==> src/core/bcte_pkg.sv <==
/*
 * Package for the bus cycle type encoder: cycle-kind codes and widths.
 * Assumes nothing of its surroundings beyond a SystemVerilog compiler.
 */
package bcte_pkg;
    localparam int KIND_W = 4;
    localparam int REGION_W = 3;
    localparam logic [3:0] KIND_NORMAL = 4'h0;
    localparam logic [3:0] KIND_RESV_ICOF = 4'h1;
    localparam logic [3:0] KIND_EMUL_MEM = 4'h2;
    localparam logic [3:0] KIND_PORT_REPL = 4'h3;
    localparam logic [3:0] KIND_IBUS_MEM = 4'h4;
    localparam logic [3:0] KIND_LBUS_MEM = 4'h5;
    localparam logic [3:0] KIND_HIT_NOCS = 4'h6;
    localparam logic [3:0] KIND_INT_REG = 4'h7;
    localparam logic [3:0] KIND_HIT_BOOT = 4'h8;
    localparam logic [3:0] KIND_HIT_LAST = 4'hd;
    localparam logic [2:0] REGION_MAX = 3'h5;
    localparam logic [3:0] KIND_RESET = 4'h0;
    localparam logic WR_N_RESET = 1'b1;
    localparam logic ACCESS_DATA = 1'b0;
    localparam logic ACCESS_INSN = 1'b1;

    typedef enum logic [3:0] {
        BCTE_TGT_EXT,
        BCTE_TGT_EXT_RESV,
        BCTE_TGT_EXT_ICOF,
        BCTE_TGT_EMUL,
        BCTE_TGT_PORT_REPL,
        BCTE_TGT_IBUS,
        BCTE_TGT_LBUS,
        BCTE_TGT_CACHE,
        BCTE_TGT_REG
    } bcte_target_e;
endpackage

==> src/core/bcte_encoder.sv <==
/*
 * Bus cycle type encoder: registers the cycle-kind code, access-class flag
 * and active-low write/read line for each bus cycle.
 * Assumes the bus controller presents a target class, region and attributes
 * on i_clk with a one-cycle start strobe; all inputs but the asynchronous i_reset_n are synchronous.
 * Outputs stand between starts; show-cycle scheduling lies elsewhere.
 */
`timescale 1ns/1ps
// Functional notes
// - Ordinary external bus cycle drives cycle kind 0000.
// - Data access code 0001 means external access starting a reservation.
// - Instruction access code 0001 means external indirect flow target.
// - Emulation memory replacing on-chip memory gives code 0010.
// - Port replacement chip cycle gives code 0011.
// - On-chip instruction-side memory access gives code 0100.
// - On-chip load/store-side memory access gives code 0101.
// - Cache hit outside chip-select regions gives code 0110.
// - On-chip register access gives code 0111.
// - Cache hits in boot region give 1000, regions one to five 1001-1101.
// - Write/read low on such fetches exactly when indirect change-of-flow.
// - Access-class flag tells instruction from data.
module bcte_encoder (
    // Clock and reset
    input wire logic i_clk,
    input wire logic i_reset_n,
    // Cycle description from the bus controller
    input wire logic i_cycle_start,
    input wire bcte_pkg::bcte_target_e i_target,
    input wire logic i_cache_in_region,
    input wire logic [bcte_pkg::REGION_W-1:0] i_region,
    input wire logic i_is_insn,
    input wire logic i_indirect_flow,
    input wire logic i_write,
    // Show cycle pins
    output logic [bcte_pkg::KIND_W-1:0] o_cycle_kind_code,
    output logic o_access_class_flag,
    output logic o_write_read_n
);
    import bcte_pkg::*;

    // ************************************************************
    // Code selection
    // ************************************************************
    logic [KIND_W-1:0] next_kind;
    logic [KIND_W-1:0] region_kind;
    logic [REGION_W-1:0] region_clip;
    logic fetch_marked;
    logic next_wr_n;

    // Out-of-range regions clip to region five so no reserved code escapes.
    // A wrong region is easier to trace than an illegal code would be.
    assign region_clip = (i_region > REGION_MAX) ? REGION_MAX
                                                 : i_region;
    assign region_kind = KIND_HIT_BOOT + {1'b0, region_clip};

    always_comb begin
        next_kind = KIND_NORMAL;
        unique case (i_target)
            BCTE_TGT_EXT: next_kind = KIND_NORMAL;
            BCTE_TGT_EXT_RESV: next_kind = KIND_RESV_ICOF;
            BCTE_TGT_EXT_ICOF: next_kind = KIND_RESV_ICOF;
            BCTE_TGT_EMUL: next_kind = KIND_EMUL_MEM;
            BCTE_TGT_PORT_REPL: next_kind = KIND_PORT_REPL;
            BCTE_TGT_IBUS: next_kind = KIND_IBUS_MEM;
            BCTE_TGT_LBUS: next_kind = KIND_LBUS_MEM;
            BCTE_TGT_CACHE: next_kind = i_cache_in_region ? region_kind
                                                          : KIND_HIT_NOCS;
            BCTE_TGT_REG: next_kind = KIND_INT_REG;
            default: next_kind = KIND_NORMAL;
        endcase
    end

    // Reservation cycles are data and flow targets are instructions.
    logic next_class;
    assign next_class = (i_target == BCTE_TGT_EXT_RESV) ? ACCESS_DATA :
                        (i_target == BCTE_TGT_EXT_ICOF) ? ACCESS_INSN :
                        i_is_insn;

    assign fetch_marked = (next_class == ACCESS_INSN) &&
        (i_target inside {BCTE_TGT_EMUL, BCTE_TGT_IBUS, BCTE_TGT_LBUS,
                          BCTE_TGT_CACHE});
    // Fetches are reads, so the line is free to carry the flow mark there.
    assign next_wr_n = fetch_marked ? ~i_indirect_flow : ~i_write;

    // ************************************************************
    // Output registers
    // ************************************************************
    // Outputs hold between starts so capture hardware may sample them
    // late in a show cycle without racing the next description.
    always_ff @(posedge i_clk or negedge i_reset_n) begin
        if (!i_reset_n) begin
            o_cycle_kind_code <= KIND_RESET;
            o_access_class_flag <= ACCESS_DATA;
            o_write_read_n <= WR_N_RESET;
        end else if (i_cycle_start) begin
            o_cycle_kind_code <= next_kind;
            o_access_class_flag <= next_class;
            o_write_read_n <= next_wr_n;
        end
    end

    // ************************************************************
    // Checks
    // ************************************************************
    // Each code check but chk_no_reserved looks one clock after the start that carries it,
    // since every output comes from a flip-flop loaded by that start.
    chk_no_reserved: assert property (
        @(posedge i_clk) disable iff (!i_reset_n)
        o_cycle_kind_code <= KIND_HIT_LAST)
        else $error("reserved cycle kind driven");
    chk_ext_normal: assert property (
        @(posedge i_clk) disable iff (!i_reset_n)
        i_cycle_start && i_target == BCTE_TGT_EXT |=>
        o_cycle_kind_code == 4'h0)
        else $error("normal cycle not coded 0000");
    chk_resv_data: assert property (
        @(posedge i_clk) disable iff (!i_reset_n)
        i_cycle_start && i_target == BCTE_TGT_EXT_RESV |=>
        o_cycle_kind_code == 4'h1 && !o_access_class_flag)
        else $error("reservation not coded 0001 data");
    chk_icof_insn: assert property (
        @(posedge i_clk) disable iff (!i_reset_n)
        i_cycle_start && i_target == BCTE_TGT_EXT_ICOF |=>
        o_cycle_kind_code == 4'h1 && o_access_class_flag)
        else $error("flow target not coded 0001 insn");
    chk_emul_code: assert property (
        @(posedge i_clk) disable iff (!i_reset_n)
        i_cycle_start && i_target == BCTE_TGT_EMUL |=>
        o_cycle_kind_code == 4'h2)
        else $error("emulation memory not coded 0010");
    chk_port_code: assert property (
        @(posedge i_clk) disable iff (!i_reset_n)
        i_cycle_start && i_target == BCTE_TGT_PORT_REPL |=>
        o_cycle_kind_code == 4'h3)
        else $error("port replacement not coded 0011");
    chk_ibus_code: assert property (
        @(posedge i_clk) disable iff (!i_reset_n)
        i_cycle_start && i_target == BCTE_TGT_IBUS |=>
        o_cycle_kind_code == 4'h4)
        else $error("instruction memory not coded 0100");
    chk_lbus_code: assert property (
        @(posedge i_clk) disable iff (!i_reset_n)
        i_cycle_start && i_target == BCTE_TGT_LBUS |=>
        o_cycle_kind_code == 4'h5)
        else $error("load store memory not coded 0101");
    chk_hit_nocs: assert property (
        @(posedge i_clk) disable iff (!i_reset_n)
        i_cycle_start && i_target == BCTE_TGT_CACHE && !i_cache_in_region
        |=> o_cycle_kind_code == 4'h6)
        else $error("plain cache hit not coded 0110");
    chk_reg_code: assert property (
        @(posedge i_clk) disable iff (!i_reset_n)
        i_cycle_start && i_target == BCTE_TGT_REG |=>
        o_cycle_kind_code == 4'h7)
        else $error("register access not coded 0111");
    chk_region_code: assert property (
        @(posedge i_clk) disable iff (!i_reset_n)
        i_cycle_start && i_target == BCTE_TGT_CACHE && i_cache_in_region &&
        i_region <= 3'h5 |=>
        o_cycle_kind_code == 4'h8 + {1'b0, $past(i_region)})
        else $error("region cache hit code wrong");
    // An index past region five is a bus controller fault; the code then
    // saturates at region five instead of reaching a reserved value.
    chk_region_clip: assert property (
        @(posedge i_clk) disable iff (!i_reset_n)
        i_cycle_start && i_target == BCTE_TGT_CACHE && i_cache_in_region &&
        i_region > 3'h5 |=> o_cycle_kind_code == 4'hd)
        else $error("out of range region not saturated");

    // ************************************************************
    // Write/read and class checks
    // ************************************************************
    // The write/read line carries the flow mark only on instruction fetches
    // that are shown from memory or cache; elsewhere it tells write from read.
    chk_flow_mark: assert property (
        @(posedge i_clk) disable iff (!i_reset_n)
        i_cycle_start && i_is_insn && i_target == BCTE_TGT_IBUS |=>
        o_write_read_n == !$past(i_indirect_flow))
        else $error("flow mark not on write read line");
    chk_flow_other: assert property (
        @(posedge i_clk) disable iff (!i_reset_n)
        i_cycle_start && i_is_insn &&
        i_target inside {BCTE_TGT_EMUL, BCTE_TGT_LBUS, BCTE_TGT_CACHE} |=>
        o_write_read_n == !$past(i_indirect_flow))
        else $error("flow mark wrong on other marked fetch");
    chk_write_plain: assert property (
        @(posedge i_clk) disable iff (!i_reset_n)
        i_cycle_start && !(i_is_insn && i_target inside {BCTE_TGT_EMUL,
        BCTE_TGT_IBUS, BCTE_TGT_LBUS, BCTE_TGT_CACHE}) |=>
        o_write_read_n == !$past(i_write))
        else $error("write read line not following write");
    chk_class_follow: assert property (
        @(posedge i_clk) disable iff (!i_reset_n)
        i_cycle_start &&
        !(i_target inside {BCTE_TGT_EXT_RESV, BCTE_TGT_EXT_ICOF}) |=>
        o_access_class_flag == $past(i_is_insn))
        else $error("access class not following transfer");
    chk_hold: assert property (
        @(posedge i_clk) disable iff (!i_reset_n)
        !i_cycle_start |=> $stable(o_cycle_kind_code) &&
        $stable(o_access_class_flag))
        else $error("outputs changed without a cycle");
    chk_hold_wr: assert property (
        @(posedge i_clk) disable iff (!i_reset_n)
        !i_cycle_start |=> $stable(o_write_read_n))
        else $error("write read line changed without a cycle");

    // ************************************************************
    // Cover points
    // ************************************************************
    // These mark the main show-cycle kinds that a run should reach.
    cov_region_five: cover property (@(posedge i_clk) disable iff (!i_reset_n)
        o_cycle_kind_code == 4'hd);
    cov_marked_fetch: cover property (@(posedge i_clk)
        disable iff (!i_reset_n)
        o_access_class_flag && !o_write_read_n &&
        o_cycle_kind_code == 4'h4);
    cov_resv_then_reg: cover property (@(posedge i_clk)
        disable iff (!i_reset_n)
        o_cycle_kind_code == 4'h1 ##1 o_cycle_kind_code == 4'h7);
    cov_port_repl: cover property (@(posedge i_clk)
        disable iff (!i_reset_n)
        o_cycle_kind_code == 4'h3);
    cov_data_write: cover property (@(posedge i_clk)
        disable iff (!i_reset_n)
        !o_access_class_flag && !o_write_read_n);
endmodule // bcte_encoder

==> config.mk <==
export PLATFORM = sky130hd
export DESIGN_NAME = bcte_encoder
export DESIGN_NICKNAME = d
export VERILOG_FILES = /design/src/core/bcte_pkg.sv /design/src/core/bcte_encoder.sv
export SDC_FILE = /design/constraint.sdc
export NUM_CORES = 1
export LEC_CHECK = 0
export BUFFER_PORTS_ARGS = -buffer_cell sky130_fd_sc_hd__clkbuf_2
export CAP_MARGIN = 20
export CORE_AREA = 3 3 40 42
export CTS_CLUSTER_SIZE = 25
export DETAILED_ROUTE_END_ITERATION = 8
export DIE_AREA = 0 0 43 45
export PLACE_DENSITY_LB_ADDON = 0.12
export REMOVE_ABC_BUFFERS = 1
export SYNTH_ARGS = -nofsm -noshare
export SYNTH_HDL_FRONTEND = slang
export SYNTH_SLANG_ARGS = --single-unit
==> constraint.sdc <==
create_clock -name i_clk -period 0.8 [get_ports i_clk]
set_input_delay 0.12 -clock i_clk [delete_from_list [all_inputs] [get_ports i_clk]]
set_output_delay 0.12 -clock i_clk [all_outputs]
set_load 0.05 [all_outputs]
==> results.json, run 1 <==
{
  "status": "finished, violations left",
  "violations": "negative setup slack",
  "grt_pass1_vias": 554,
  "cp_cell_sequence": "buf_6 > clkbuf_16",
  "grt_max_degree": 10,
  "grt_use_total_pct": 15.87,
  "hold_ws_ns": 0.1947,
  "power.leakage_nw": 0.3846,
  "htreeDepth": 1,
  "cts_buffer_depth": 2,
  "die_y_um": 45,
  "peakVddDrop_uv": 538.4,
  "crit_fanout": 3,
  "gp_congestion": 0.7926,
  "pwr_density_cell_nw_per_um2": 1311,
  "nets": 103,
  "viasPerCell": 5.019,
  "antenna_found_initial": 0,
  "finalCritPeriodShare_pct": 131.8,
  "setup-violations-final": 8,
  "drive_gt1_share_pct": 56.82,
  "fillers": 113,
  "postRouteWirelength_mm": 1.306,
  "slew_violations": 0,
  "std_cell_rows": 13,
  "path_class": "flip-flop to output pin",
  "dp_slack_ns": -0.3819,
  "clkTransAtPathRegs_ns": 0.05,
  "hold_viol": 0,
  "cts_tree": "built",
  "wl_met3_um": 58,
  "dr.first_iter.drc_count": 2,
  "crit_slowest_cell": "dfrtp_1",
  "startpoint_type": "flip-flop",
  "critical-path-top-delay-family": "flip-flops",
  "dpl.hpwl_mm": 1.026,
  "syn_to_final_growth_pct": 69.72,
  "antenna_left": 0,
  "max_cap_violations": 0,
  "drc": 0,
  "finalWorstSetupSlack_ns": -0.2548,
  "clockRootBuffer": "clkbuf_4",
  "period_needed_ns": 1.055,
  "top_layer_used": "met3",
  "synth.area.top_cells": "dfrtp_1 (25%), buf_6 (6.9%), dfstp_2 (5.3%)",
  "cts_made_buffers": 3,
  "yosys.area.top_type": "dfrtp_1",
  "drt-met1-wl_um": 579,
  "die_x_um": 43,
  "syn_area_um2": 491.7,
  "cp-end-kind": "output pin",
  "worstPathArrival_ns": 0.93,
  "worstMarginPinSlew_ns": 0.3389,
  "dr.pass1.iters": 2,
  "avgSynthCellArea_um2": 9.278,
  "coreArea_um2": 1285,
  "fin_worst_skew_ns": 0,
  "yosys_warnings": 0,
  "met2_length_um": 668,
  "grt-ovfl-total": 0,
  "yosysSeqAreaShare_pct": 30.79,
  "clk_latency_ns": 0.25,
  "vias": 517,
  "rsz0062_at_grt": "true",
  "grt_pass1_wl_mm": 2.318,
  "initial_core_util_pct": 38.27,
  "port_buffers": 19,
  "fmax_mhz": 948.1,
  "synth-seq-cells": 6,
  "ios": 20,
  "wl_per_cell_um": 12.68,
  "ys_types": 34,
  "diodes": 0,
  "cts.sinks": 6,
  "max_stage_delay_ns": 0.40,
  "postSynthCellCount": 53,
  "total_power_mw": 1.094,
  "min_path_type": "input pin to flip-flop",
  "dieArea_um2": 1935,
  "slew_headroom_pct": 77.21,
  "crit_buf_inv": 2,
  "cp.required_ns": 0.68,
  "synth_top_area_share_pct": 25.45
}
==> cells in the final DEF (no fill, tap or decap), types with 2 or more instances in the layout <==
master / Yosys / layout
buf_4: 0 / 17
clkbuf_2: 0 / 9
dfrtp_1: 5 / 5
buf_8: 0 / 4
inv_1: 3 / 3
a21oi_2: 0 / 3
a31oi_1: 3 / 3
clkbuf_4: 0 / 3
o21ai_0: 2 / 2
a21oi_1: 5 / 2
xor2_1: 2 / 2
nor2_1: 2 / 2
nand2_1: 2 / 2
clkbuf_16: 0 / 2
buf_6: 3 / 2
==> flip-flops by register name, summed over array words and instances, names as in the netlist <==
name                 count
o_cycle_kind_code        4
o_write_read_n           1
o_access_class_flag      1
==> synth_stat cells <==
cell	n
o211ai_1	1
a311o_1	1
buf_6	3
maj3_1	1
inv_1	3
or2b_1	1
nand3_1	1
o31ai_1	1
clkbuf_8	1
nor2b_1	1
and2b_2	1
a21boi_0	1
nor2_1	2
nand2_1	2
nand2b_1	1
or3_1	1
or3b_2	1
and4b_2	1
o2bb2ai_1	2
a21oi_1	5
o21ai_0	2
and2b_1	1
or4_4	1
xor2_1	2
nor3_1	1
o32ai_1	1
or2b_2	1
o221a_2	1
buf_2	1
nand4b_1	1
dfrtp_1	5
dfstp_2	1
a31o_1	1
a31oi_1	3
==> per-stage QoR <==
stage / setup TNS (ns) / cell area [um^2] / utilization [%] / instances
global route: -1.553 / 834.6 / 64.95 / 103
finish: -1.275 / 834.6 / 64.95 / 103
global placement: -1.950 / 665.6 / 51.80 / 97
CTS: -1.385 / 815.8 / 63.49 / 103
detailed placement: -2.048 / 665.6 / 51.80 / 97
floorplan: -0.9945 / 439.2 / - / 48
==> metal layers <==
metal | vias to the layer above | global-route usage (%)
li1 | 267 | -
met1 | 235 | 20.99
met2 | 15 | 26.35
met3 | 0 | 2.789
met4 | 0 | 5.422
met5 | - | 0
==> tightest hold or removal path, cell delays in order <==
cell and delay (ns):
clkbuf_2 0.08, a31o_1 0.16, o2bb2ai_2 0.06
==> logic make-up after synthesis <==
family	count (synthesis)	synth area share [%]
AO/OA/AOI/OAI	19	26.97
XOR/XNOR	2	3.563
adder cells (fa/ha/maj)	1	2.036
AND/OR/NAND/NOR	17	23.67
flip-flops	6	30.79
buffers and inverters	8	12.97
==> power by group <==
part           internal [mW]  total, mW  switching, mW
Sequential             0.332      0.353         0.0213
Combinational          0.228      0.440          0.212
Clock                  0.189      0.300          0.111
==> worst paths after layout <==
kind / from / end / slack, ns / cells past startpoint
max reg2reg: o_cycle_kind_code[0] / o_cycle_kind_code[0] / -0.14 / 3
min: i_indirect_flow / o_write_read_n / 0.19 / 3
min reg2reg: o_write_read_n / o_write_read_n / 0.50 / 1
min in group asynchronous: i_reset_n / o_access_class_flag / 0.24 / 2
max: o_cycle_kind_code[0] / o_cycle_kind_code[0] / -0.25 / 2
max in group asynchronous: i_reset_n / o_write_read_n / 0.32 / 2
==> repair_timing <==
item	4_1_cts	5_1_grt
pin swaps	4	3
endpoints found under the hold margin	6	0
endpoints found under the setup margin	11	10
hold buffers	1	0
buffers inserted	1	0
gates resized for setup	24	11
==> final cells by class <==
class	instances	area (um^2)	area share, %
Multi-Input combinational cell	39	297.8	35.68
Sequential cell	6	151.4	18.14
Clock buffer	4	26.28	3.148
Timing Repair Buffer	36	329.1	39.43
Inverter	3	11.26	1.349
Tap cell	15	18.77	2.249
No activity file was read; power rests on OpenSTA's default activity.
==> run 2, diff against run 1 <==
Settings changed: PLACE_DENSITY set to 0.68, PLACE_DENSITY_LB_ADDON 0.12 to not set.
==> results.json, run 2 (synthesized netlist as in run 1, its figures left out) <==
{
  "diodes": 0,
  "clkTransAtPathRegs_ns": 0.04,
  "viasPerCell": 5.139,
  "pwr_density_cell_nw_per_um2": 1308,
  "drc": 0,
  "total_power_mw": 1.087,
  "path_class": "flip-flop to output pin",
  "hold_ws_ns": 0.1791,
  "hold_viol": 0,
  "postRouteWirelength_mm": 1.323,
  "vias": 519,
  "cts_tree": "built",
  "min_path_type": "input pin to flip-flop",
  "initial_core_util_pct": 38.27,
  "slew_headroom_pct": 82.57,
  "reg2reg_depth": 3,
  "holdCritStartpoint": "i_indirect_flow",
  "status": "finished, violations left",
  "startpoint_type": "flip-flop",
  "finalCritPeriodShare_pct": 132.5,
  "worstMarginPinSlew_ns": 0.2599,
  "die_x_um": 43,
  "dpl.hpwl_um": 893.5,
  "peakVddDrop_uv": 745.7,
  "drive_gt1_share_pct": 55.81,
  "violations": "negative setup slack",
  "sw_frac_of_total_pct": 31.16,
  "cp-end-kind": "output pin",
  "internal_power_mw": 0.7483,
  "port_buffers": 19,
  "cts_made_buffers": 3,
  "max_flop_register": "o_cycle_kind_code",
  "p_sw_mw": 0.3387,
  "clockRootBuffer": "clkbuf_4",
  "htreeDepth": 1,
  "grt_max_degree": 11,
  "reg2reg_to": "o_cycle_kind_code[0]",
  "wl_per_cell_um": 13.10,
  "startpoint": "o_write_read_n",
  "crit_buf_inv": 1,
  "whs_path_depth": 3,
  "die_y_um": 45,
  "rsz0062_at_grt": "true",
  "antenna_found_initial": 0,
  "max_stage_delay_ns": 0.55,
  "setup-violations-final": 8,
  "gp_congestion": 0.7408,
  "pwr-share-clk_pct": 27.0,
  "finalCoreUtilization_pct": 64.65,
  "cp.required_ns": 0.68,
  "seqPwrFrac_pct": 32.5,
  "grt_use_total_pct": 15.11,
  "coreArea_um2": 1285,
  "dr.first_iter.drc_count": 4,
  "grt_pass1_vias": 496,
  "cp_cell_sequence": "buf_8",
  "hold_end": "o_write_read_n",
  "critical-path-top-delay-family": "flip-flops",
  "grt_pass1_wl_mm": 2.166,
  "cts_buffer_depth": 2,
  "fmax_mhz": 943.2,
  "clk_latency_ns": 0.24,
  "r2r_slack_ns": -0.13,
  "antenna_left": 0,
  "finalWorstSetupSlack_ns": -0.2602,
  "nets": 101,
  "period_needed_ns": 1.060,
  "cts.sinks": 6,
  "ios": 20,
  "slew_violations": 0,
  "fin_worst_skew_ns": 0,
  "r2r-start": "o_cycle_kind_code[0]",
  "syn_to_final_growth_pct": 68.96,
  "crit_fanout": 2,
  "max_cap_violations": 0,
  "crit_slowest_cell": "dfstp_2",
  "largest_reg_flops": 4,
  "power.leakage_nw": 0.3813,
  "final_cell_mix": "buf_4 (11), clkbuf_2 (8), buf_8 (7), dfrtp_1 (5), clkbuf_4 (4)",
  "final_common_cell": "buf_4",
  "grt-ovfl-total": 0,
  "dr.pass1.iters": 4,
  "comb_power_share_pct": 40.5,
  "worstPathArrival_ns": 0.94,
  "largestRegisters": "o_cycle_kind_code x4, o_access_class_flag x1, o_write_read_n x1",
  "std_cell_rows": 13,
  "dieArea_um2": 1935
}
run 2: metrics by stage:
| stage | instance area [um^2] | worst slack (ns) | setup TNS [ns] | cells |
|---|---|---|---|---|
| finish | 830.8 | -0.2602 | -1.151 | 101 |
| global route | 830.8 | -0.2750 | -1.334 | 101 |
| CTS | 813.3 | -0.2659 | -1.219 | 101 |
| detailed placement | 650.6 | -0.3403 | -1.902 | 95 |
| global placement | 650.6 | -0.3205 | -1.856 | 95 |
| floorplan | 439.2 | -0.3645 | -0.9945 | 48 |
run 2: power groups by stage:
stage	Sequential [mW]	Combinational, mW	Clock [mW]
floorplan	0.432	0.0879	0
global placement	0.348	0.329	0
detailed placement	0.347	0.329	0
CTS	0.347	0.418	0.307
global route	0.354	0.469	0.315
finish	0.353	0.440	0.294
run 2: how the worst max path moves through the flow:
stage | depth (start not counted) | to | slack [ns]
finish | 1 | o_write_read_n | -0.26
global route | 1 | o_write_read_n | -0.28
CTS | 1 | o_write_read_n | -0.27
detailed placement | 4 | o_cycle_kind_code[0] | -0.34
global placement | 4 | o_access_class_flag | -0.32
floorplan | 3 | o_cycle_kind_code[0] | -0.36
run 2: metal layers:
layer | part of all wire, % | up-vias | track usage, %
met5 | 0 | - | 0
met4 | 1.6 | 0 | 9.036
met3 | 2.4 | 2 | 1.195
met2 | 50 | 11 | 24.25
met1 | 46 | 242 | 20.00
li1 | - | 264 | -
run 2: final cells by class:
class,instances,area [um^2]
Clock buffer,4,26.28
Fill cell,103,454.2
Inverter,3,11.26
Multi-Input combinational cell,39,300.3
Sequential cell,6,151.4
Tap cell,15,18.77
Timing Repair Buffer,34,322.8
run 2: what timing repair did:
action                                 4_1_cts  5_1_grt
setup endpoints to repair                   11       10
gates resized for setup                     25       10
endpoints found under the hold margin        6        0
pin swaps                                    3        3
hold buffers                                 1        0
buffers inserted                             1        0
run 2: tightest hold or removal path: stages:
cell	delay, ns
clkbuf_2	0.07
a31o_1	0.15
o2bb2ai_1	0.06
